===== src/elsh_params.svh =====
/*
 Constants for the extra-lane and sync-header configuration block:
 register offsets, field positions, reset values and codes.
 Assumes inclusion by bare name from the package and the modules.
*/
`ifndef ELSH_PARAMS_SVH
`define ELSH_PARAMS_SVH

// Register offsets on the 12-bit register port
`define ELSH_ADDR_XA         12'h20a
`define ELSH_ADDR_XB         12'h20b
`define ELSH_ADDR_SHM        12'h20f
`define ELSH_ADDR_CTRL       12'h300
`define ELSH_ADDR_STAT       12'h301
// Reset values
`define ELSH_RST_XA          8'h00
`define ELSH_RST_XB          8'h00
`define ELSH_RST_SHM         8'h00
// Field positions
`define ELSH_SER_BIT         0
`define ELSH_SHM_LO          0
`define ELSH_SHM_HI          1
// Sync-header codes
`define ELSH_SHM_CRC         2'h0
`define ELSH_SHM_FEC         2'h2
// Test-pattern codes
`define ELSH_TP_NONE         4'h0
`define ELSH_TP_RAMP         4'h4
`define ELSH_TP_ALT          4'h5
// Lanes per link
`define ELSH_LANES           8
// Stream FIFO shape
`define ELSH_FIFO_W          8
`define ELSH_FIFO_D          16

`endif


===== src/elsh_pkg.sv =====
/*
 Types for the extra-lane and sync-header configuration block.
 Assumes the params header is on the include path.
*/
`include "elsh_params.svh"
package elsh_pkg;
   // Per-lane payload choice
   typedef enum logic [1:0] {
      ELSH_PAY_OFF  = 2'b00,
      ELSH_PAY_MODE = 2'b01,
      ELSH_PAY_RAMP = 2'b10
   } elsh_pay_t;
   // Sync-word content
   typedef enum logic [1:0] {
      ELSH_SW_IDLE = 2'b00,
      ELSH_SW_CRC  = 2'b01,
      ELSH_SW_FEC  = 2'b10
   } elsh_sw_t;
endpackage


===== src/elsh_fifo.sv =====
/*
 Small synchronous FIFO with valid/ready on both sides.
 Assumes one clock and an active-low reset already synchronised.
*/
`timescale 1ns/1ps
module elsh_fifo #(
   parameter int W = 8,
   parameter int D = 16
) (
   // Clock and reset
   input  wire logic         clk,
   input  wire logic         rst_sync_b,
   // Fill side
   input  wire logic         in_valid,
   output logic              in_ready,
   input  wire logic [W-1:0] in_data,
   // Drain side
   output logic              out_valid,
   input  wire logic         out_ready,
   output logic [W-1:0]      out_data
);
   localparam int AW = $clog2(D);
   logic [W-1:0] mem [D];
   logic [AW-1:0] wr_ptr;
   logic [AW-1:0] rd_ptr;
   logic [AW:0]   count;
   logic          push;
   logic          pop;

   // Handshake terms
   assign in_ready  = (count != (AW+1)'(D));
   assign out_valid = (count != '0);
   assign push      = in_valid && in_ready;
   assign pop       = out_valid && out_ready;
   assign out_data  = mem[rd_ptr];

   // Storage write
   always_ff @(posedge clk) begin
      if (push) begin
         mem[wr_ptr] <= in_data;
      end
   end

   // Pointers and level
   always_ff @(posedge clk or negedge rst_sync_b) begin
      if (!rst_sync_b) begin
         wr_ptr <= '0;
         rd_ptr <= '0;
         count  <= '0;
      end else begin
         if (push) wr_ptr <= wr_ptr + AW'(1);
         if (pop)  rd_ptr <= rd_ptr + AW'(1);
         count <= count + (AW+1)'(push) - (AW+1)'(pop);
      end
   end
endmodule // elsh_fifo


===== src/elsh_lane.sv =====
/*
 One lane's enable and payload decision for one link.
 Assumes lower-lane chain input comes from the lane below.
*/
`timescale 1ns/1ps
module elsh_lane
   import elsh_pkg::*;
(
   // Inputs
   input  wire logic      mode_use,
   input  wire logic      extra_bit,
   input  wire logic      ser_bit,
   input  wire logic      powered,
   input  wire logic      ramp_sub,
   input  wire logic      below_ok,
   // Outputs
   output logic           clk_on,
   output logic           ser_on,
   output logic           chain_ok,
   output elsh_pay_t      pay
);
   logic want;
   // Link-layer clock follows mode or extra bit, gated by power
   assign want     = mode_use || extra_bit;
   assign clk_on   = powered && want;
   assign ser_on   = powered && below_ok && (mode_use || (extra_bit && ser_bit));
   assign chain_ok = below_ok && clk_on;
   // Payload choice
   always_comb begin
      if (!ser_on)                         pay = ELSH_PAY_OFF;
      else if (!mode_use && ramp_sub)      pay = ELSH_PAY_RAMP;
      else                                 pay = ELSH_PAY_MODE;
   end
endmodule // elsh_lane


===== src/elsh_top.sv =====
/*
 Extra-lane enable and sync-header content configuration for the two links.
 Assumes a plain register port and a downstream lane stream consumer.
*/
// Decided for this implementation: the address-and-strobe port.
`timescale 1ns/1ps
`include "elsh_params.svh"
// How it works
// link A field bit n, for n from 1 to 7, turns on lane An link clocks.
// link B field bit n, for n from 1 to 7, turns on lane Bn link clocks.
// serializer bit 0 gives clocks only, serializers stay off.
// serializer bit 1 enables serializers of selected extra lanes too.
// software changes these registers only while link is disabled.
// extra lanes follow current mode and test-pattern selections.
// extra-only lane sends octet ramp when pattern is 0 or 5.
// channel power-down wins over extra-lane enables.
// serializer n runs only if lanes 0..n-1 are enabled.
// sync-header field 0 sends CRC-12, 2 sends FEC.
// sync-header choice applies only in 64b/66b modes.
// command fields of the sync word always transmit zeros.
// both channels down shuts every lane off.
// serializer bit with no lane bits adds nothing.
module elsh_top
   import elsh_pkg::*;
(
   // Clock and reset
   input  wire logic        clk,
   input  wire logic        rst_b,
   // Register port
   input  wire logic [11:0] addr,
   input  wire logic [7:0]  wdata,
   input  wire logic        wr,
   input  wire logic        rd,
   output logic [7:0]       rdata,
   // Device context
   input  wire logic        link_enable,
   input  wire logic [1:0]  channel_power_down,
   input  wire logic        mode_is_66b,
   input  wire logic [7:0]  mode_lanes_a,
   input  wire logic [7:0]  mode_lanes_b,
   input  wire logic [3:0]  test_pattern_select,
   // Lane controls
   output logic [7:0]       lane_clk_a,
   output logic [7:0]       lane_ser_a,
   output logic [7:0]       lane_clk_b,
   output logic [7:0]       lane_ser_b,
   output logic [15:0]      lane_ramp,
   output elsh_sw_t         sync_word_sel,
   output logic [3:0]       sync_cmd,
   // Lane stream
   output logic             strm_valid,
   input  wire logic        strm_ready,
   output logic [7:0]       strm_data
);
   logic        rst_meta_b;
   logic        rst_sync_b;
   logic [7:0]  link_a_extra_lane_enable;
   logic [7:0]  link_b_extra_lane_enable;
   logic [7:0]  sync_header_mode_select;
   logic        late_write;
   logic [1:0]  sync_header_content;
   logic        link_a_added_serializer_on;
   logic        link_b_added_serializer_on;
   logic        sub_up;
   logic        ramp_sub;
   logic [7:0]  x_a;
   logic [7:0]  x_b;
   logic [7:0]  ck_a, sr_a, ck_b, sr_b;
   logic [8:0]  ch_a, ch_b;
   elsh_pay_t   pay_a [8];
   elsh_pay_t   pay_b [8];
   logic [15:0] next_ramp;
   elsh_sw_t    next_sw;
   logic        f_in_valid;
   logic        f_in_ready;
   logic        f_out_valid;
   logic [7:0]  f_out_data;
   logic [7:0]  ramp_cnt;

   // Reset release through two flops
   always_ff @(posedge clk or negedge rst_b) begin
      if (!rst_b) begin
         rst_meta_b <= 1'b0;
         rst_sync_b <= 1'b0;
      end else begin
         rst_meta_b <= 1'b1;
         rst_sync_b <= rst_meta_b;
      end
   end

   // Register writes
   // writes only while disabled
   always_ff @(posedge clk or negedge rst_sync_b) begin
      if (!rst_sync_b) begin
         link_a_extra_lane_enable <= `ELSH_RST_XA;
         link_b_extra_lane_enable <= `ELSH_RST_XB;
         sync_header_mode_select  <= `ELSH_RST_SHM;
      end else if (wr && !link_enable) begin
         case (addr)
            `ELSH_ADDR_XA:  link_a_extra_lane_enable <= wdata;
            `ELSH_ADDR_XB:  link_b_extra_lane_enable <= wdata;
            `ELSH_ADDR_SHM: sync_header_mode_select  <= wdata;
            default:        ;
         endcase
      end
   end

   // Sticky flag for writes refused while the link runs
   always_ff @(posedge clk or negedge rst_sync_b) begin
      if (!rst_sync_b) begin
         late_write <= 1'b0;
      end else if (wr && link_enable && (addr == `ELSH_ADDR_XA || addr == `ELSH_ADDR_XB
                   || addr == `ELSH_ADDR_SHM)) begin
         late_write <= 1'b1;
      end else if (wr && addr == `ELSH_ADDR_STAT && wdata[0]) begin
         late_write <= 1'b0;
      end
   end

   // Read data, one cycle after the strobe
   always_ff @(posedge clk or negedge rst_sync_b) begin
      if (!rst_sync_b) begin
         rdata <= 8'h00;
      end else if (rd) begin
         case (addr)
            `ELSH_ADDR_XA:   rdata <= link_a_extra_lane_enable;
            `ELSH_ADDR_XB:   rdata <= link_b_extra_lane_enable;
            `ELSH_ADDR_SHM:  rdata <= sync_header_mode_select;
            `ELSH_ADDR_CTRL: rdata <= {6'h0, sub_up, link_enable};
            `ELSH_ADDR_STAT: rdata <= {7'h0, late_write};
            default:         rdata <= 8'h00;
         endcase
      end else begin
         rdata <= 8'h00;
      end
   end

   // Field decode
   assign link_a_added_serializer_on = link_a_extra_lane_enable[`ELSH_SER_BIT];
   assign link_b_added_serializer_on = link_b_extra_lane_enable[`ELSH_SER_BIT];
   assign sync_header_content = sync_header_mode_select[`ELSH_SHM_HI:`ELSH_SHM_LO];
   // link A lane bits
   assign x_a = {link_a_extra_lane_enable[7:1], 1'b0};
   // link B lane bits
   assign x_b = {link_b_extra_lane_enable[7:1], 1'b0};
   // power-down wins
   // both channels down
   assign sub_up = !(&channel_power_down);
   // ramp substitution test
   assign ramp_sub = (test_pattern_select == `ELSH_TP_NONE) ||
                     (test_pattern_select == `ELSH_TP_ALT);

   // Per-lane decisions, chained upward
   assign ch_a[0] = 1'b1;
   assign ch_b[0] = 1'b1;
   for (genvar n = 0; n < `ELSH_LANES; n++) begin : g_lane
      // clocks only unless serializer bit
      // serializers when bit set
      // lower lanes must be on
      // no lane bits adds nothing
      elsh_lane u_a (
         .mode_use  (mode_lanes_a[n]),
         .extra_bit (x_a[n]),
         .ser_bit   (link_a_added_serializer_on),
         .powered   (sub_up && !channel_power_down[0]),
         .ramp_sub  (ramp_sub),
         .below_ok  (ch_a[n]),
         .clk_on    (ck_a[n]),
         .ser_on    (sr_a[n]),
         .chain_ok  (ch_a[n+1]),
         .pay       (pay_a[n])
      );
      elsh_lane u_b (
         .mode_use  (mode_lanes_b[n]),
         .extra_bit (x_b[n]),
         .ser_bit   (link_b_added_serializer_on),
         .powered   (sub_up && !channel_power_down[1]),
         .ramp_sub  (ramp_sub),
         .below_ok  (ch_b[n]),
         .clk_on    (ck_b[n]),
         .ser_on    (sr_b[n]),
         .chain_ok  (ch_b[n+1]),
         .pay       (pay_b[n])
      );
      // extra-only lane carries ramp
      assign next_ramp[n]   = (pay_a[n] == ELSH_PAY_RAMP);
      assign next_ramp[n+8] = (pay_b[n] == ELSH_PAY_RAMP);
   end

   // Sync-word content
   // CRC-12 or FEC
   // only in 64b/66b modes
   always_comb begin
      if (!mode_is_66b) begin
         next_sw = ELSH_SW_IDLE;
      end else if (sync_header_content == `ELSH_SHM_FEC) begin
         next_sw = ELSH_SW_FEC;
      end else begin
         next_sw = ELSH_SW_CRC;
      end
   end

   // Registered lane controls
   // follow mode and pattern
   always_ff @(posedge clk or negedge rst_sync_b) begin
      if (!rst_sync_b) begin
         lane_clk_a    <= 8'h00;
         lane_ser_a    <= 8'h00;
         lane_clk_b    <= 8'h00;
         lane_ser_b    <= 8'h00;
         lane_ramp     <= 16'h0000;
         sync_word_sel <= ELSH_SW_IDLE;
      end else begin
         lane_clk_a    <= ck_a;
         lane_ser_a    <= sr_a;
         lane_clk_b    <= ck_b;
         lane_ser_b    <= sr_b;
         lane_ramp     <= next_ramp;
         sync_word_sel <= next_sw;
      end
   end

   // command fields idle
   always_ff @(posedge clk or negedge rst_sync_b) begin
      if (!rst_sync_b) begin
         sync_cmd <= 4'h0;
      end else begin
         sync_cmd <= 4'h0;
      end
   end

   // Octet ramp source into the FIFO while any lane ramps
   assign f_in_valid = |lane_ramp;
   always_ff @(posedge clk or negedge rst_sync_b) begin
      if (!rst_sync_b) begin
         ramp_cnt <= 8'h00;
      end else if (f_in_valid && f_in_ready) begin
         ramp_cnt <= ramp_cnt + 8'h01;
      end
   end

   elsh_fifo #(.W(`ELSH_FIFO_W), .D(`ELSH_FIFO_D)) u_fifo (
      .clk        (clk),
      .rst_sync_b (rst_sync_b),
      .in_valid   (f_in_valid),
      .in_ready   (f_in_ready),
      .in_data    (ramp_cnt),
      .out_valid  (f_out_valid),
      .out_ready  (strm_ready || !strm_valid),
      .out_data   (f_out_data)
   );

   // Output stage of the stream
   always_ff @(posedge clk or negedge rst_sync_b) begin
      if (!rst_sync_b) begin
         strm_valid <= 1'b0;
         strm_data  <= 8'h00;
      end else if (strm_ready || !strm_valid) begin
         strm_valid <= f_out_valid;
         strm_data  <= f_out_data;
      end
   end

   // Checks
   property p_ramp_sel;
      @(posedge clk) disable iff (!rst_sync_b)
      (mode_lanes_a[3] == 1'b0 && sr_a[3] && ramp_sub) |=> lane_ramp[3];
   endproperty
   a_ramp_sel: assert property (p_ramp_sel) else $error("ramp not chosen");

   property p_pd;
      @(posedge clk) disable iff (!rst_sync_b)
      (&channel_power_down) |=> (lane_clk_a == 8'h00 && lane_clk_b == 8'h00);
   endproperty
   a_pd: assert property (p_pd) else $error("lanes on while powered down");

   property p_clk_only;
      @(posedge clk) disable iff (!rst_sync_b)
      (!link_a_added_serializer_on && mode_lanes_a == 8'h00) |=> lane_ser_a == 8'h00;
   endproperty
   a_clk_only: assert property (p_clk_only) else $error("serializer without bit");

   property p_xa;
      @(posedge clk) disable iff (!rst_sync_b)
      (link_a_extra_lane_enable[2] && sub_up && !channel_power_down[0]) |=> lane_clk_a[2];
   endproperty
   a_xa: assert property (p_xa) else $error("extra lane A clock off");

   property p_xb;
      @(posedge clk) disable iff (!rst_sync_b)
      (link_b_extra_lane_enable[5] && sub_up && !channel_power_down[1]) |=> lane_clk_b[5];
   endproperty
   a_xb: assert property (p_xb) else $error("extra lane B clock off");

   property p_ser;
      @(posedge clk) disable iff (!rst_sync_b)
      (link_a_added_serializer_on && link_a_extra_lane_enable[1] && mode_lanes_a[0]
       && sub_up && !channel_power_down[0]) |=> lane_ser_a[1];
   endproperty
   a_ser: assert property (p_ser) else $error("extra serializer off");

   property p_chain;
      @(posedge clk) disable iff (!rst_sync_b)
      (!ck_a[0]) |=> lane_ser_a[7:1] == 7'h00;
   endproperty
   a_chain: assert property (p_chain) else $error("serializer above gap");

   property p_lock;
      @(posedge clk) disable iff (!rst_sync_b)
      (wr && link_enable && addr == `ELSH_ADDR_SHM) |=> $stable(sync_header_mode_select);
   endproperty
   a_lock: assert property (p_lock) else $error("write taken while enabled");

   property p_sw;
      @(posedge clk) disable iff (!rst_sync_b)
      (mode_is_66b && sync_header_content == `ELSH_SHM_FEC) |=> sync_word_sel == ELSH_SW_FEC;
   endproperty
   a_sw: assert property (p_sw) else $error("FEC not selected");

   property p_8b;
      @(posedge clk) disable iff (!rst_sync_b)
      !mode_is_66b |=> sync_word_sel == ELSH_SW_IDLE;
   endproperty
   a_8b: assert property (p_8b) else $error("sync word used in 8b/10b");

   property p_cmd;
      @(posedge clk) disable iff (!rst_sync_b)
      1'b1 |=> sync_cmd == 4'h0;
   endproperty
   a_cmd: assert property (p_cmd) else $error("command field nonzero");

   property p_ser_none;
      @(posedge clk) disable iff (!rst_sync_b)
      (link_b_extra_lane_enable[7:1] == 7'h00) |=> (lane_clk_b & ~$past(mode_lanes_b)) == 8'h00;
   endproperty
   a_ser_none: assert property (p_ser_none) else $error("lane B on beyond mode lanes");

   c_ramp: cover property (@(posedge clk) disable iff (!rst_sync_b) |lane_ramp);
   c_fec:  cover property (@(posedge clk) disable iff (!rst_sync_b)
                           sync_word_sel == ELSH_SW_FEC);
   c_full: cover property (@(posedge clk) disable iff (!rst_sync_b) !f_in_ready);
   c_late: cover property (@(posedge clk) disable iff (!rst_sync_b) late_write);
   c_gap:  cover property (@(posedge clk) disable iff (!rst_sync_b)
                           lane_clk_a[2] && !lane_clk_a[1] && lane_ser_a[0]);
endmodule // elsh_top


===== config.mk =====
export PLATFORM = sky130hd
export DESIGN_NAME = elsh_top
export DESIGN_NICKNAME = d
export VERILOG_FILES = /design/src/elsh_pkg.sv /design/src/elsh_fifo.sv /design/src/elsh_lane.sv /design/src/elsh_top.sv
export VERILOG_INCLUDE_DIRS = /design/src /design/src/src
export SDC_FILE = /design/constraint.sdc
export NUM_CORES = 1
export LEC_CHECK = 0
export BUFFER_PORTS_ARGS = -buffer_cell sky130_fd_sc_hd__buf_2
export CAP_MARGIN = 15
export CELL_PAD_IN_SITES_DETAIL_PLACEMENT = 0
export CELL_PAD_IN_SITES_GLOBAL_PLACEMENT = 1
export CORE_MARGIN = 4
export CORE_UTILIZATION = 25
export CTS_CLUSTER_DIAMETER = 60
export DETAILED_ROUTE_END_ITERATION = 12
export PLACE_DENSITY = 0.47
export REMOVE_ABC_BUFFERS = 1
export SLEW_MARGIN = 10
export SYNTH_ARGS = -nofsm -noshare
export SYNTH_HDL_FRONTEND = slang
export SYNTH_SLANG_ARGS = --single-unit

===== constraint.sdc =====
create_clock -name clk -period 4.45 [get_ports clk]
set_input_delay 1.1125 -clock clk [delete_from_list [all_inputs] [get_ports clk]]
set_output_delay 1.1125 -clock clk [all_outputs]
set_load 0.02 [all_outputs]

### Yosys cells after proc, flatten, opt, wreduce, memory -nomap -nowiden

Memories as Yosys holds them, arrays and structs flattened. A register that Yosys moved wholly into a read port is not among the register bits.
Cells that the tools add are included.

* bits in registers: 107
* bits in latches: 0
* memory bits (writable): 128
* memory bits (read-only): 0
* memories kept: 1

* add/sub/neg operators: 5
* $mul: 0
* divide/modulo/power cells: 0
* magnitude comparators: 0
* equal/unequal tests: 24
* shifts and indexed selects: 0
* mux-type cells: 40
* bitwise operators: 0
* reductions and logical operators: 157

Memories
* u_fifo.mem: words 16, bits a word 8, read ports 1, clocked after memory_dff 1, write ports 1, RTL line elsh_fifo.sv:23 `logic [W-1:0] mem [D];`

Operators by type and width (count)
* 1-bit logical AND: 95
* 2-bit 2-to-1 mux: 34
* 12-bit by 10-bit == test with 1-bit output, second input constant: 5
* 8-bit case mux with 5 select lines: 1
* 2-bit == test, second input constant: 17
* 1-bit logical OR: 32
* 1-bit logical NOT: 22
* 16-bit OR reduction: 1
* 4-bit by 1-bit adder with 4-bit output, second input constant: 2
* 8-bit by 1-bit adder with 8-bit output, second input constant: 1
* 8-bit 2-to-1 mux: 1
* 2-bit AND reduction: 4
* 5-bit by 1-bit adder with 5-bit output: 1
* 5-bit inequality test, second input constant: 1
* 5-bit nonzero test: 1
* 5-bit by 1-bit subtractor with 5-bit output: 1
* 4-bit by 3-bit == test with 1-bit output, second input constant: 1
* 4-bit logical NOT: 1
* 1-bit 2-to-1 mux: 4
* 2-bit nonzero test: 1

### Depth between registers and ports, before layout

Gate-level depths: netlist (run 1).

* depth after elaboration: 14
* gate-level depth with buffers: 12
* depth with buffers taken out: 12

### Hierarchy

From an unflattened synthesis (run 1), not the netlist that was laid out.

* cell total of the unflattened synthesis: 738
* area, all modules: 10302.4 sq um

By module, submodules not included
* elsh_fifo: instances 1, cells each 321, area an instance 5749.3 sq um, sequential area each 4169.0 sq um
* elsh_top: instances 1, cells each 241, area an instance 3672.3 sq um, sequential area each 2552.4 sq um
* elsh_lane: instances 16, cells each 11, area an instance 55.1 sq um, sequential area each 0.0 sq um

### Worst setup path after synthesis (run 1)

No wires, ideal clock.

* kind: input to register
* start point: in channel_power_down[1]
* end point: reg lane_ramp[14]
* setup time: 94 ps
* data arrival time: 2914 ps
* data required time: 4356 ps
* path slack: 1442 ps
* stages: 6
* path buffers: 1
* cells stage by stage: buf_6 -> nand2b_4 -> or3_4 -> or4_4 -> or3_4 -> nor4b_4

* word-level cells in the longest chain between the ends: 13
* elaborated cells on any way between the ends: 19
* classes of those cells: eq/ne (1); mux (1); reduce/logical (17)

RTL lines
* from (decl): RTL line elsh_top.sv:37 `input wire logic [1:0] channel_power_down,`
* 2-bit AND reduction: RTL line elsh_top.sv:148 `assign sub_up = !(&channel_power_down);`
* 1-bit logical NOT: RTL line elsh_top.sv:148
* 1-bit logical AND *: RTL line elsh_top.sv:177 `.powered (sub_up && !channel_power_down[1]),`
* 1-bit logical AND: RTL line elsh_lane.sv:25 `assign clk_on = powered && want;`
* 1-bit logical AND (5 in series): RTL line elsh_lane.sv:27 `assign chain_ok = below_ok && clk_on;`
* 1-bit logical AND * (2 in series): RTL line elsh_lane.sv:26 `assign ser_on = powered && below_ok && (mode_use || (extra_bit && ser_bit));`
* 2-bit 2-to-1 mux *: RTL line elsh_lane.sv:30 `if (!ser_on) pay = ELSH_PAY_OFF;`
* 2-bit == test *: RTL line elsh_top.sv:187 `assign next_ramp[n+8] = (pay_b[n] == ELSH_PAY_RAMP);`
* via next_ramp[14]: RTL line elsh_top.sv:72 `logic [15:0] next_ramp;`
* to (signal assigned): RTL line elsh_top.sv:218 `lane_ramp <= next_ramp;`
* to (decl): RTL line elsh_top.sv:47 `output logic [15:0] lane_ramp,`

The timed path passes the listed nets; every way through them passes the cells marked *.
A chain may end at the register's enable or synchronous reset.

### Worst setup path in the final report (run 1)

* start point: in addr[6]
* end point: reg sync_header_mode_select[6]

* word-level cells in the longest chain between the ends: 2

RTL lines
* from (decl): RTL line elsh_top.sv:30 `input wire logic [11:0] addr,`
* 12-bit by 10-bit == test with 1-bit output: RTL line elsh_top.sv:99 `case (addr)`
* 2-bit AND reduction (no line)
* to (signal assigned): RTL line elsh_top.sv:97 `` sync_header_mode_select <= `ELSH_RST_SHM; ``
* to (signal assigned): RTL line elsh_top.sv:102 `` `ELSH_ADDR_SHM: sync_header_mode_select <= wdata; ``
* to (decl): RTL line elsh_top.sv:59 `logic [7:0] sync_header_mode_select;`

No other way between the ends.

==> flow_summary.yaml, run 1 <==
setup_path:
  r2r-end: "u_fifo.count[4]"
  worst_path_largest_cell_delay_ns: 0.69
  critical_path.endpoint: "sync_header_mode_select[6]"
  r2r.worst_path.cells: 10
  worst_path_dominant_cell_family: "simple AND/OR/NAND/NOR gates"
  crit_type: "input pin to flop"
  launching_instance_or_port_of_the_critical_path: "addr[6]"
  largest_fanout_on_the_critical_path: 8
  critPathRequiredTime_ns: 4.88
  slowest_stage: "sky130_fd_sc_hd__or4b_2"
  critPathArrivalTime_ns: 3.33
  launching_point_of_the_worst_reg2reg_path: "lane_ramp[9]"
  timing.critical_path.depth: 5
  timing.critical_path.from_type: "input pin"
  ff2ff_setup_slack_ns: 1.64
  cp.buffers_inverters: 1
  crit_path_cell_trace: "buf_2 > or4b_2 > nor4_1 > nand3_1 > mux2_2"
  worst_setup_path_end_kind: "flop"
yosys:
  synth_commonest_cells: "sky130_fd_sc_hd__edfxtp_1, sky130_fd_sc_hd__dfrtp_1, sky130_fd_sc_hd__nor2_1"
  ys_seq_area_frac: 0.695
  yosysWarnings: 0
  synth_top_family_by_area: "multiplexers"
  post-synth-top-count-cell: "sky130_fd_sc_hd__edfxtp_1"
  synth_edf_count: 128
  compound_cell_area_share_of_the_yosys_netlist: 0.0291
  synth.ff_latch_count: 241
  yosys-mux-area-fraction: 0.131
  synth_cell_type_count: 51
  synthesis.instances: 604
  synth.largest_area_cell: "sky130_fd_sc_hd__edfxtp_1"
  yosys.area_share.simple: 0.0868
  adder_cell_share_of_the_synthesized_area: 0.0177
  synthesis.area_per_instance_um2: 15.9
  netlist.area_leader.share: 0.400
  ys_top_cells_by_area: "sky130_fd_sc_hd__edfxtp_1, sky130_fd_sc_hd__dfrtp_1, sky130_fd_sc_hd__mux4_2"
  synth-async-reset-ratio: 0.469
  synth.cell_area_um2: 9600
  synthesized_area_fraction_occupied_by_xor_and_xnor_cells: 0.0164
  dominantRegCellSynth: "sky130_fd_sc_hd__edfxtp_1"
global_routing:
  grt_pass1_wl_mm: 35.9
  pin_count_of_the_biggest_net_entering_global_routing: 67
  grt_pass1_vias: 6070
  globalRouteOverflowTotal: 0
  grt_usage: 0.112
  grt_antenna_before_repair: 0
sta:
  timing.clock.skew_ns: 0.0113
  relSlewSlack: 0.368
  finalHoldWorstSlack_ns: 0.340
  min_period_ns: 2.91
  timing_max_transition_violations_final: 0
  setup_slack_ns: 1.54
  setup-violations-final: 0
  fin_setup_tns_ns: 0
  achievable-frequency_mhz: 344
  post-route-period-util: 0.653
  max_slew.worst_pin.slew_ns: 0.948
  report.final.hold_viol_count: 0
  unrepaired_setup_endpoints_after_global_routing: "no"
pwr:
  total_switching_power_uw: 2210
  power.share.clock: 0.327
  p_leak_uw: 0.00474
  seqPwrFrac: 0.464
  total_power_uw: 7150
  p_comb_frac: 0.209
  p_per_area_nw_per_um2: 610
  vdd_ir_drop_max_v: 0.000302
  switching_share: 0.309
  intPower_uw: 4940
cells_and_area:
  largestRegisters: "u_fifo.mem: 128 flops, lane_ramp: 16 flops"
  antenna_cells_inserted: 0
  fill_cells: 3755
  non_filler_instance_count_after_layout: 1273
  final_layout_size_suffix_gt1_frac: 0.337
  design.final.nets: 800
  regMostFlops: "u_fifo.mem"
  area.growth.synth_to_final_pct: 22.0
  flip_flop_count_of_the_largest_register_all_copies_and_words_added: 128
clock_tree:
  cts_resized: 0
  postCtsHoldBufs: 0
  post-cts-setup-buffers: 0
  cts.reportedPaths.clkPinSlew_ns: 0.06
  ctsLongestPathBuffers: 3
  clock_sinks: 241
  cts.root.buffer_cell: "sky130_fd_sc_hd__clkbuf_16"
  htree_num_levels: 1
  tritoncts_clock_tree: "done"
  tritoncts_buffers: 30
  insertion_delay_ns: 0.55
status:
  status: "completed"
worst_hold_path:
  hold_class: "input pin to asynchronous set/reset pin"
place:
  hpwl_mm: 16.3
  dpl_worst_slack_ns: 0.976
  portBuffers: 115
  place_inst: 1217
  gp_congestion: 0.769
die:
  io-pin-count: 120
  placement_rows: 71
  initial_core_util: 0.254
  die_width_um: 204
  die_h_um: 204
  die_area_um2: 41600
  floorplan_core_area_um2: 37800
drt:
  detail_route.drc_violations: 0
  routed-via-count: 5472
  detail_route.wl_per_cell_um: 18.5
  avgViaCountPerCell: 4.30
  ant_nets: 0
  drt_first_pass_iters: 5
  postRouteWirelength_mm: 23.5
  drtIter0Drc: 175
flow_run:
  drv_cap: 0
==> how the worst min path moves through the flow <==
stage,startpoint,depth (start not counted),slack [ns],to
2_1_floorplan,rst_meta_b,0,0.33,rst_sync_b
3_3_place_gp,rst_meta_b,0,0.34,rst_sync_b
3_5_place_dp,rst_meta_b,0,0.34,rst_sync_b
4_1_cts,rst_b,1,0.31,rst_sync_b
5_1_grt,rst_b,1,0.32,rst_sync_b
6_report,rst_b,1,0.34,rst_sync_b
==> worst reg2reg max path: stages, from the launching register on <==
cell and delay [ns]:
sky130_fd_sc_hd__dfrtp_1 0.38, sky130_fd_sc_hd__nor4_1 0.56, sky130_fd_sc_hd__and4_1 0.39, sky130_fd_sc_hd__a41oi_1 0.07
sky130_fd_sc_hd__buf_4 0.22, sky130_fd_sc_hd__ha_1 0.23, sky130_fd_sc_hd__fa_1 0.43, sky130_fd_sc_hd__a21oi_1 0.15
sky130_fd_sc_hd__nor2_1 0.05, sky130_fd_sc_hd__nor2_1 0.11, sky130_fd_sc_hd__xnor2_1 0.13
==> cell families after synthesis <==
group	after synthesis
flops	241
buf+inv	46
mux	81
other cells	2
simple gates	155
compound gates	48
fa+ha+maj	13
xor+xnor	18
==> power by group through the flow <==
stage          registers [uW]  logic [uW]  clock network, uW
2_1_floorplan            3300         929                  0
3_3_place_gp             3350        1510                  0
3_5_place_dp             3390        1530                  0
4_1_cts                  3340        1540               2410
5_1_grt                  3400        1650               2500
6_report                 3320        1490               2330
==> cell usage in the layout (no fill, tap or decap), types with 13 or more instances in the layout <==
master | netlist | routed
sky130_fd_sc_hd__inv_1 | 17 | 17
sky130_fd_sc_hd__xnor2_1 | 13 | 13
sky130_fd_sc_hd__edfxtp_1 | 128 | 128
sky130_fd_sc_hd__nor2_1 | 72 | 72
sky130_fd_sc_hd__mux2_2 | 34 | 34
sky130_fd_sc_hd__buf_2 | 3 | 115
sky130_fd_sc_hd__clkbuf_16 | 0 | 30
sky130_fd_sc_hd__dfrtp_1 | 113 | 111
sky130_fd_sc_hd__a21oi_1 | 29 | 29
sky130_fd_sc_hd__mux4_2 | 32 | 32
sky130_fd_sc_hd__nand2_1 | 18 | 18
sky130_fd_sc_hd__mux2i_1 | 15 | 15
==> cell type report <==
type | count | area (um^2) | share of cell area
tap | 511 | 639 | 0.0546
inverter | 18 | 67.6 | 0.00577
sequential | 241 | 6680 | 0.570
clock inverter | 26 | 214 | 0.0183
timing repair buffer | 125 | 651 | 0.0555
multi-input combinational | 322 | 2720 | 0.232
clock buffer | 30 | 751 | 0.0641
==> routing by layer <==
| layer | wire [um] | GRT usage | part of all wire |
|---|---|---|---|
| met1 | 10700 | 0.151 | 0.46 |
| met3 | 1200 | 0.0257 | 0.051 |
| met5 | 0 | 0 | 0 |
| met2 | 11000 | 0.182 | 0.47 |
| met4 | 573 | 0.0313 | 0.024 |
==> metrics by stage <==
step                 util  cell area (um^2)
global route        0.310             11700
detailed placement  0.285             10800
CTS                 0.310             11700
finish              0.310             11700
global placement    0.285             10800
floorplan               -              9460
(Power assumes the default switching activity.)
==> inputs of run 2 (changes only) <==
--- a/config.mk
+++ b/config.mk
@@ -6,6 +6,7 @@
 export SDC_FILE = /design/constraint.sdc
 export NUM_CORES = 1
 export LEC_CHECK = 0
+export ABC_AREA = 1
 export BUFFER_PORTS_ARGS = -buffer_cell sky130_fd_sc_hd__buf_2
 export CAP_MARGIN = 15
 export CELL_PAD_IN_SITES_DETAIL_PLACEMENT = 0
@@ -14,7 +15,7 @@
 export CORE_UTILIZATION = 25
 export CTS_CLUSTER_DIAMETER = 60
 export DETAILED_ROUTE_END_ITERATION = 12
-export PLACE_DENSITY = 0.47
+export PLACE_DENSITY = 0.51
 export REMOVE_ABC_BUFFERS = 1
 export SLEW_MARGIN = 10
 export SYNTH_ARGS = -nofsm -noshare
==> constraint.sdc (replaced) <==
create_clock -name clk -period 2.6 [get_ports clk]
set_input_delay 0.65 -clock clk [delete_from_list [all_inputs] [get_ports clk]]
set_output_delay 0.65 -clock clk [all_outputs]
set_load 0.02 [all_outputs]
==> run 2 against run 1 <==
  * Register-to-register slack worse by 1.4 ns
  * Via count up 27%
  * Power up 83%
  * Wire length up 19%
  * Combinational power up 140%
  * Clock skew about the same
  * Hold slack worse by 0.052 ns
  * Sequential power up 58%
  * Core utilization down 0.18 points
  * Critical path type is now flop to flop
  * Critical endpoint is now u_fifo.count[4]
  * Largest cell class unchanged
  * Largest power group unchanged
  * Highest routed layer is now met5
==> flow_summary.yaml, run 2 <==
place:
  gp_congestion: 0.745
  portBuffers: 115
  dpl_worst_slack_ns: -0.0793
  dpl_cell_area_um2: 11600
  hpwl_mm: 19.4
cells_and_area:
  fill_cells: 4241
  area.growth.synth_to_final_pct: 22.0
  design.final.nets: 1152
  largestRegisters: "u_fifo.mem: 128 flops, lane_ramp: 16 flops"
  mostFrequentLayoutCells: "sky130_fd_sc_hd__nand2_1, sky130_fd_sc_hd__edfxtp_1, sky130_fd_sc_hd__buf_2"
  layout.cells.most_common: "sky130_fd_sc_hd__nand2_1"
  flip_flop_count_of_the_largest_register_all_copies_and_words_added: 128
  antenna_cells_inserted: 0
  regMostFlops: "u_fifo.mem"
  final_layout_size_suffix_gt1_frac: 0.248
  stdcell_area_um2: 12600
drt:
  avgViaCountPerCell: 4.21
  drtIter0Drc: 328
  drt_first_pass_iters: 5
  detail_route.drc_violations: 0
  routed-via-count: 6930
  detail_route.wl_per_cell_um: 16.9
  ant_nets: 0
  postRouteWirelength_mm: 27.9
setup_path:
  timing.critical_path.from_type: "flop"
  worst_setup_path_end_kind: "flop"
  launching_instance_or_port_of_the_critical_path: "u_fifo.count[2]"
  critPathRequiredTime_ns: 3.07
  crit_type: "flop to flop"
  launching_point_of_the_worst_reg2reg_path: "u_fifo.count[2]"
  critPathArrivalTime_ns: 2.83
  largest_fanout_on_the_critical_path: 2
global_routing:
  grt_antenna_before_repair: 2
  grt_pass1_vias: 7138
  grt_pass1_wl_mm: 43.1
  pin_count_of_the_biggest_net_entering_global_routing: 66
  grt_usage: 0.124
  globalRouteOverflowTotal: 0
sta:
  setup-violations-final: 0
  timing.clock.skew_ns: 0.0115
  report.final.hold_viol_count: 0
  max_slew.worst_pin.slew_ns: 0.840
  unrepaired_setup_endpoints_after_global_routing: "no"
  setup_slack_ns: 0.244
  relSlewSlack: 0.438
  post-route-period-util: 0.906
  timing_max_transition_violations_final: 0
  achievable-frequency_mhz: 424
  min_period_ns: 2.36
die:
  initial_core_util: 0.253
  die_width_um: 211
  die_area_um2: 44600
  floorplan_core_area_um2: 40800
  placement_rows: 74
  io-pin-count: 120
  die_h_um: 211
pwr:
  p_comb_frac: 0.276
  seqPwrFrac: 0.401
  p_leak_uw: 0.00557
  intPower_uw: 8610
  power.share.clock: 0.324
  switching_share: 0.340
  total_switching_power_uw: 4440
  vdd_ir_drop_max_v: 0.000497
  p_per_area_nw_per_um2: 1040
flow_run:
  drv_cap: 0
clock_tree:
  clock_sinks: 241
  post-cts-setup-buffers: 0
  ctsLongestPathBuffers: 3
  cts.reportedPaths.clkPinSlew_ns: 0.06
  insertion_delay_ns: 0.55
  tritoncts_clock_tree: "done"
  htree_num_levels: 1
  cts.root.buffer_cell: "sky130_fd_sc_hd__clkbuf_16"
  tritoncts_buffers: 30
  cts_resized: 0
  postCtsHoldBufs: 1
yosys:
  synthesis.area_per_instance_um2: 10.9
  synth.cell_area_um2: 10300
  synth_commonest_cells: "sky130_fd_sc_hd__nand2_1, sky130_fd_sc_hd__edfxtp_1, sky130_fd_sc_hd__dfrtp_1"
  synth.ff_latch_count: 241
  dominantRegCellSynth: "sky130_fd_sc_hd__edfxtp_1"
  synth-async-reset-ratio: 0.469
  synth_cell_type_count: 41
  post-synth-top-count-cell: "sky130_fd_sc_hd__nand2_1"
  synth.largest_area_cell: "sky130_fd_sc_hd__edfxtp_1"
  yosysWarnings: 0
  synthesis.instances: 951
  netlist.area_leader.share: 0.372
  ys_top_cells_by_area: "sky130_fd_sc_hd__edfxtp_1, sky130_fd_sc_hd__dfrtp_1, sky130_fd_sc_hd__nand2_1"
  synth_edf_count: 128
  ys_seq_area_frac: 0.646
worst_hold_path:
  hold_class: "input pin to flop"
  worst_hold_path_startpoint: "mode_lanes_b[3]"
status:
  status: "completed"
## run 2: changes by cell type after synthesis, sizes merged, moves of 18 or more
cell   change
o21ai     +34
nand3     +78
mux4      -32
mux2      -34
inv       +61
a21oi     +18
nand2    +239
## run 2: layout make-up
cell class                      instances  area [um^2]  share of cell area
Timing Repair Buffer                  140          816              0.0647
Tap cell                              532          666              0.0528
Clock inverter                         12          150              0.0119
Clock buffer                           44          865              0.0686
Multi-Input combinational cell        596         3120               0.248
Sequential cell                       241         6680               0.530
Inverter                               81          308              0.0244
## run 2: per-layer routing
layer,track usage,vias to the layer above,routed length (um)
met5,0,-,12
li1,-,3435,-
met3,0.0302,42,1670
met1,0.165,3304,12500
met2,0.205,147,13100
met4,0.0284,2,594
## run 2: kinds of logic (layout without fill, tap and decap cells)
kind of cell,count (synthesis),count (layout),synth area share
AO/OA/AOI/OAI,100,100,0.0634
XOR/XNOR,14,14,0.0119
adder cells (fa/ha/maj),13,13,0.0165
buffers and inverters,119,277,0.0538
flip-flops,241,241,0.646
other,2,7,0.000727
AND/OR/NAND/NOR,462,462,0.208
## run 2: per-stage QoR
stage                      util  instances  hold WS [ns]  power (uW)  TNS [ns]
after floorplan               -        918         0.331        7390    -86.78
after global placement    0.284       1589         0.339        9000   -0.0874
after detailed placement  0.284       1589         0.340        9000   -0.0793
after CTS                 0.309       1646         0.253       13300         0
after global routing      0.309       1646         0.265       13900         0
final                     0.309       1646         0.289       13100         0
## run 2: critical path, stage by stage (launching register included)
cell and delay (ns):
sky130_fd_sc_hd__dfrtp_1 0.38, sky130_fd_sc_hd__inv_1 0.08, sky130_fd_sc_hd__ha_1 0.17, sky130_fd_sc_hd__nand4_1 0.10
sky130_fd_sc_hd__nand2_1 0.09, sky130_fd_sc_hd__inv_1 0.06, sky130_fd_sc_hd__ha_1 0.28, sky130_fd_sc_hd__inv_1 0.05
sky130_fd_sc_hd__ha_1 0.22, sky130_fd_sc_hd__fa_1 0.41, sky130_fd_sc_hd__a21oi_1 0.13, sky130_fd_sc_hd__nor2_1 0.05
sky130_fd_sc_hd__nor2_1 0.10, sky130_fd_sc_hd__xor2_1 0.14
## run 2: path summary, 6_finish.rpt
check | end | slack, ns | cells past startpoint
min | lane_ramp[11] | 0.29 | 2
max | u_fifo.count[4] | 0.24 | 13
max in group asynchronous | lane_ramp[0] | 1.51 | 1
min in group asynchronous | sync_word_sel[1] | 0.33 | 0
min reg2reg | sync_word_sel[1] | 0.33 | 0
max reg2reg | u_fifo.count[4] | 0.24 | 13
## run 2: power by group through the flow
| stage | clock [uW] | combinational (uW) | sequential (uW) |
|---|---|---|---|
| 2_1_floorplan | 0 | 1850 | 5540 |
| 3_3_place_gp | 0 | 3690 | 5300 |
| 3_5_place_dp | 0 | 3690 | 5320 |
| 4_1_cts | 4350 | 3700 | 5240 |
| 5_1_grt | 4500 | 4050 | 5300 |
| 6_report | 4220 | 3600 | 5230 |
==> inputs of run 3 (changes only) <==
--- a/config.mk
+++ b/config.mk
@@ -11,7 +11,7 @@
 export CAP_MARGIN = 15
 export CELL_PAD_IN_SITES_DETAIL_PLACEMENT = 0
 export CELL_PAD_IN_SITES_GLOBAL_PLACEMENT = 1
-export CORE_MARGIN = 4
+export CORE_MARGIN = 2
 export CORE_UTILIZATION = 25
 export CTS_CLUSTER_DIAMETER = 60
 export DETAILED_ROUTE_END_ITERATION = 12
==> run 3 against run 2 <==
  * Final cell count shrank 0.12%
  * Combinational power down 4%
  * Hold slack worse by 0.072 ns
  * Design area is 0.40% lower
  * Core utilization down 0.12 points
  * Sequential share of layout area up 0.21 points
  * Count of clock-buffer cells in the layout fell by 1
  * Clock skew grew 0.0088 ns
  * Maximum frequency is 0.16% lower
  * Sequential power is essentially flat
  * Critical path type unchanged
==> flow_summary.yaml, run 3 (synthesis results as in run 2) <==
global_routing:
  grt_pass1_vias: 6997
  grt_usage: 0.127
  grt_antenna_before_repair: 3
  grt_pass1_wl_mm: 42.4
  globalRouteOverflowTotal: 0
  pin_count_of_the_biggest_net_entering_global_routing: 67
sta:
  relSlewSlack: 0.421
  max_slew.worst_pin.slew_ns: 0.865
  post-route-period-util: 0.908
  setup-violations-final: 0
  achievable-frequency_mhz: 424
  report.final.hold_viol_count: 0
  timing_max_transition_violations_final: 0
  timing.clock.skew_ns: 0.0203
  unrepaired_setup_endpoints_after_global_routing: "no"
  min_period_ns: 2.36
pwr:
  vdd_ir_drop_max_v: 0.000582
  p_leak_uw: 0.00554
  p_per_area_nw_per_um2: 1020
place:
  dpl_cell_area_um2: 11500
  hpwl_mm: 18.7
  portBuffers: 115
  gp_congestion: 0.725
  place_inst: 1587
cells_and_area:
  regMostFlops: "u_fifo.mem"
  non_filler_instance_count_after_layout: 1644
  antenna_cells_inserted: 0
  layout.cells.most_common: "sky130_fd_sc_hd__nand2_1"
  fill_cells: 4244
  final_layout_size_suffix_gt1_frac: 0.245
  mostFrequentLayoutCells: "sky130_fd_sc_hd__nand2_1, sky130_fd_sc_hd__edfxtp_1, sky130_fd_sc_hd__buf_2"
  design.final.nets: 1150
  flip_flop_count_of_the_largest_register_all_copies_and_words_added: 128
  largestRegisters: "u_fifo.mem: 128 flops, lane_ramp: 16 flops"
  area.growth.synth_to_final_pct: 21.5
  stdcell_area_um2: 12600
setup_path:
  crit_type: "flop to flop"
  largest_fanout_on_the_critical_path: 2
  critPathArrivalTime_ns: 2.82
  worst_setup_path_end_kind: "flop"
  critPathRequiredTime_ns: 3.06
  timing.critical_path.from_type: "flop"
flow_run:
  drv_cap: 0
drt:
  detail_route.wl_per_cell_um: 16.6
  avgViaCountPerCell: 4.22
  drt_first_pass_iters: 5
  routed-via-count: 6942
  postRouteWirelength_mm: 27.3
  met3WireLength_mm: 1.55
  routed-wl-met2_mm: 12.8
  wire_length_the_detailed_router_placed_on_met1_mm: 12.2
  ant_nets: 0
  drtIter0Drc: 342
  routed.top_layer: "met5"
  detail_route.drc_violations: 0
clock_tree:
  clock_sinks: 241
  cts_resized: 0
  ctsLongestPathBuffers: 3
  htree_num_levels: 1
  cts.root.buffer_cell: "sky130_fd_sc_hd__clkbuf_16"
  tritoncts_buffers: 30
  tritoncts_clock_tree: "done"
  insertion_delay_ns: 0.55
  cts.reportedPaths.clkPinSlew_ns: 0.06
die:
  placement_rows: 74
  io-pin-count: 120
  initial_core_util: 0.253
  die_h_um: 207
  die_area_um2: 43000
  floorplan_core_area_um2: 40800
  die_width_um: 207
status:
  status: "completed"
worst_hold_path:
  hold_class: "flop to asynchronous set/reset pin"
-- run 3: changes by cell type in the layout (fill, tap and decap cells not counted) --
cell | previous run | this run
sky130_fd_sc_hd__clkinv_1 | 0 | 3
sky130_fd_sc_hd__clkinv_2 | 8 | 5
sky130_fd_sc_hd__clkinv_4 | 1 | 3
sky130_fd_sc_hd__clkinvlp_4 | 0 | 2
sky130_fd_sc_hd__buf_12 | 4 | 3
sky130_fd_sc_hd__buf_4 | 20 | 19
sky130_fd_sc_hd__bufinv_16 | 3 | 2
sky130_fd_sc_hd__clkbuf_1 | 9 | 8
sky130_fd_sc_hd__inv_4 | 1 | 0
sky130_fd_sc_hd__inv_8 | 1 | 0
-- run 3: path summary, 6_finish.rpt --
check | startpoint | to | slack (ns) | cells past startpoint
max | u_fifo.count[2] | u_fifo.count[4] | 0.24 | 13
min | rst_sync_b | lane_clk_b[1] | 0.22 | 0
max reg2reg | u_fifo.count[2] | u_fifo.count[4] | 0.24 | 13
min reg2reg | rst_sync_b | lane_clk_b[1] | 0.22 | 0
max in group asynchronous | rst_sync_b | lane_ser_a[2] | 1.78 | 1
min in group clk | mode_lanes_b[2] | lane_ramp[10] | 0.28 | 2
-- run 3: worst max-delay path, stage by stage (launching register included) --
cell and delay (ns):
sky130_fd_sc_hd__dfrtp_1 0.38, sky130_fd_sc_hd__inv_1 0.09, sky130_fd_sc_hd__ha_1 0.18, sky130_fd_sc_hd__nand4_1 0.10
sky130_fd_sc_hd__nand2_1 0.08, sky130_fd_sc_hd__inv_1 0.06, sky130_fd_sc_hd__ha_1 0.27, sky130_fd_sc_hd__inv_1 0.04
sky130_fd_sc_hd__ha_1 0.22, sky130_fd_sc_hd__fa_1 0.42, sky130_fd_sc_hd__a21oi_1 0.14, sky130_fd_sc_hd__nor2_1 0.05
sky130_fd_sc_hd__nor2_1 0.10, sky130_fd_sc_hd__xor2_1 0.15
-- run 3: area by class of cell --
class	count	area (um^2)	share of cell area
well taps	532	666	0.0530
multi-input cells	596	3120	0.249
repair buffers	138	788	0.0628
flip-flops and latches	241	6680	0.532
clock inverters	13	131	0.0105
clock buffers	43	861	0.0686
inverters	81	308	0.0245
-- run 3: layer usage --
| layer | GRT usage | vias up |
|---|---|---|
| met1 | 0.168 | 3303 |
| met2 | 0.209 | 152 |
| met3 | 0.0293 | 50 |
| met4 | 0.0355 | 6 |
| li1 | - | 3431 |
| met5 | 0 | - |
-- run 3: through the flow --
stage           util  hold WS [ns]  TNS (ns)  total power [uW]  worst slack [ns]
3_5_place_dp   0.283         0.225   -0.0772              8890           -0.0772
5_1_grt        0.307         0.246         0             13700           0.00589
6_report       0.307         0.217         0             12800             0.240
3_3_place_gp   0.283         0.227   -0.0855              8880           -0.0855
4_1_cts        0.307         0.232         0             13100             0.201
2_1_floorplan      -         0.331    -86.78              7390            -0.781
-- run 3: power by group --
group	total [uW]	leakage (uW)	internal, uW	switching, uW
logic	3470	0.00240	1070	2400
clock network	4130	0.000478	2500	1630
registers	5250	0.00266	4880	364
total	12800	0.00554	8450	4400
-- run 3: repair_timing --
action / 4_1_cts / 5_1_grt
hold buffers: 1 / 0
setup buffers: 0 / 0
endpoints found under the hold margin: 2 / 0
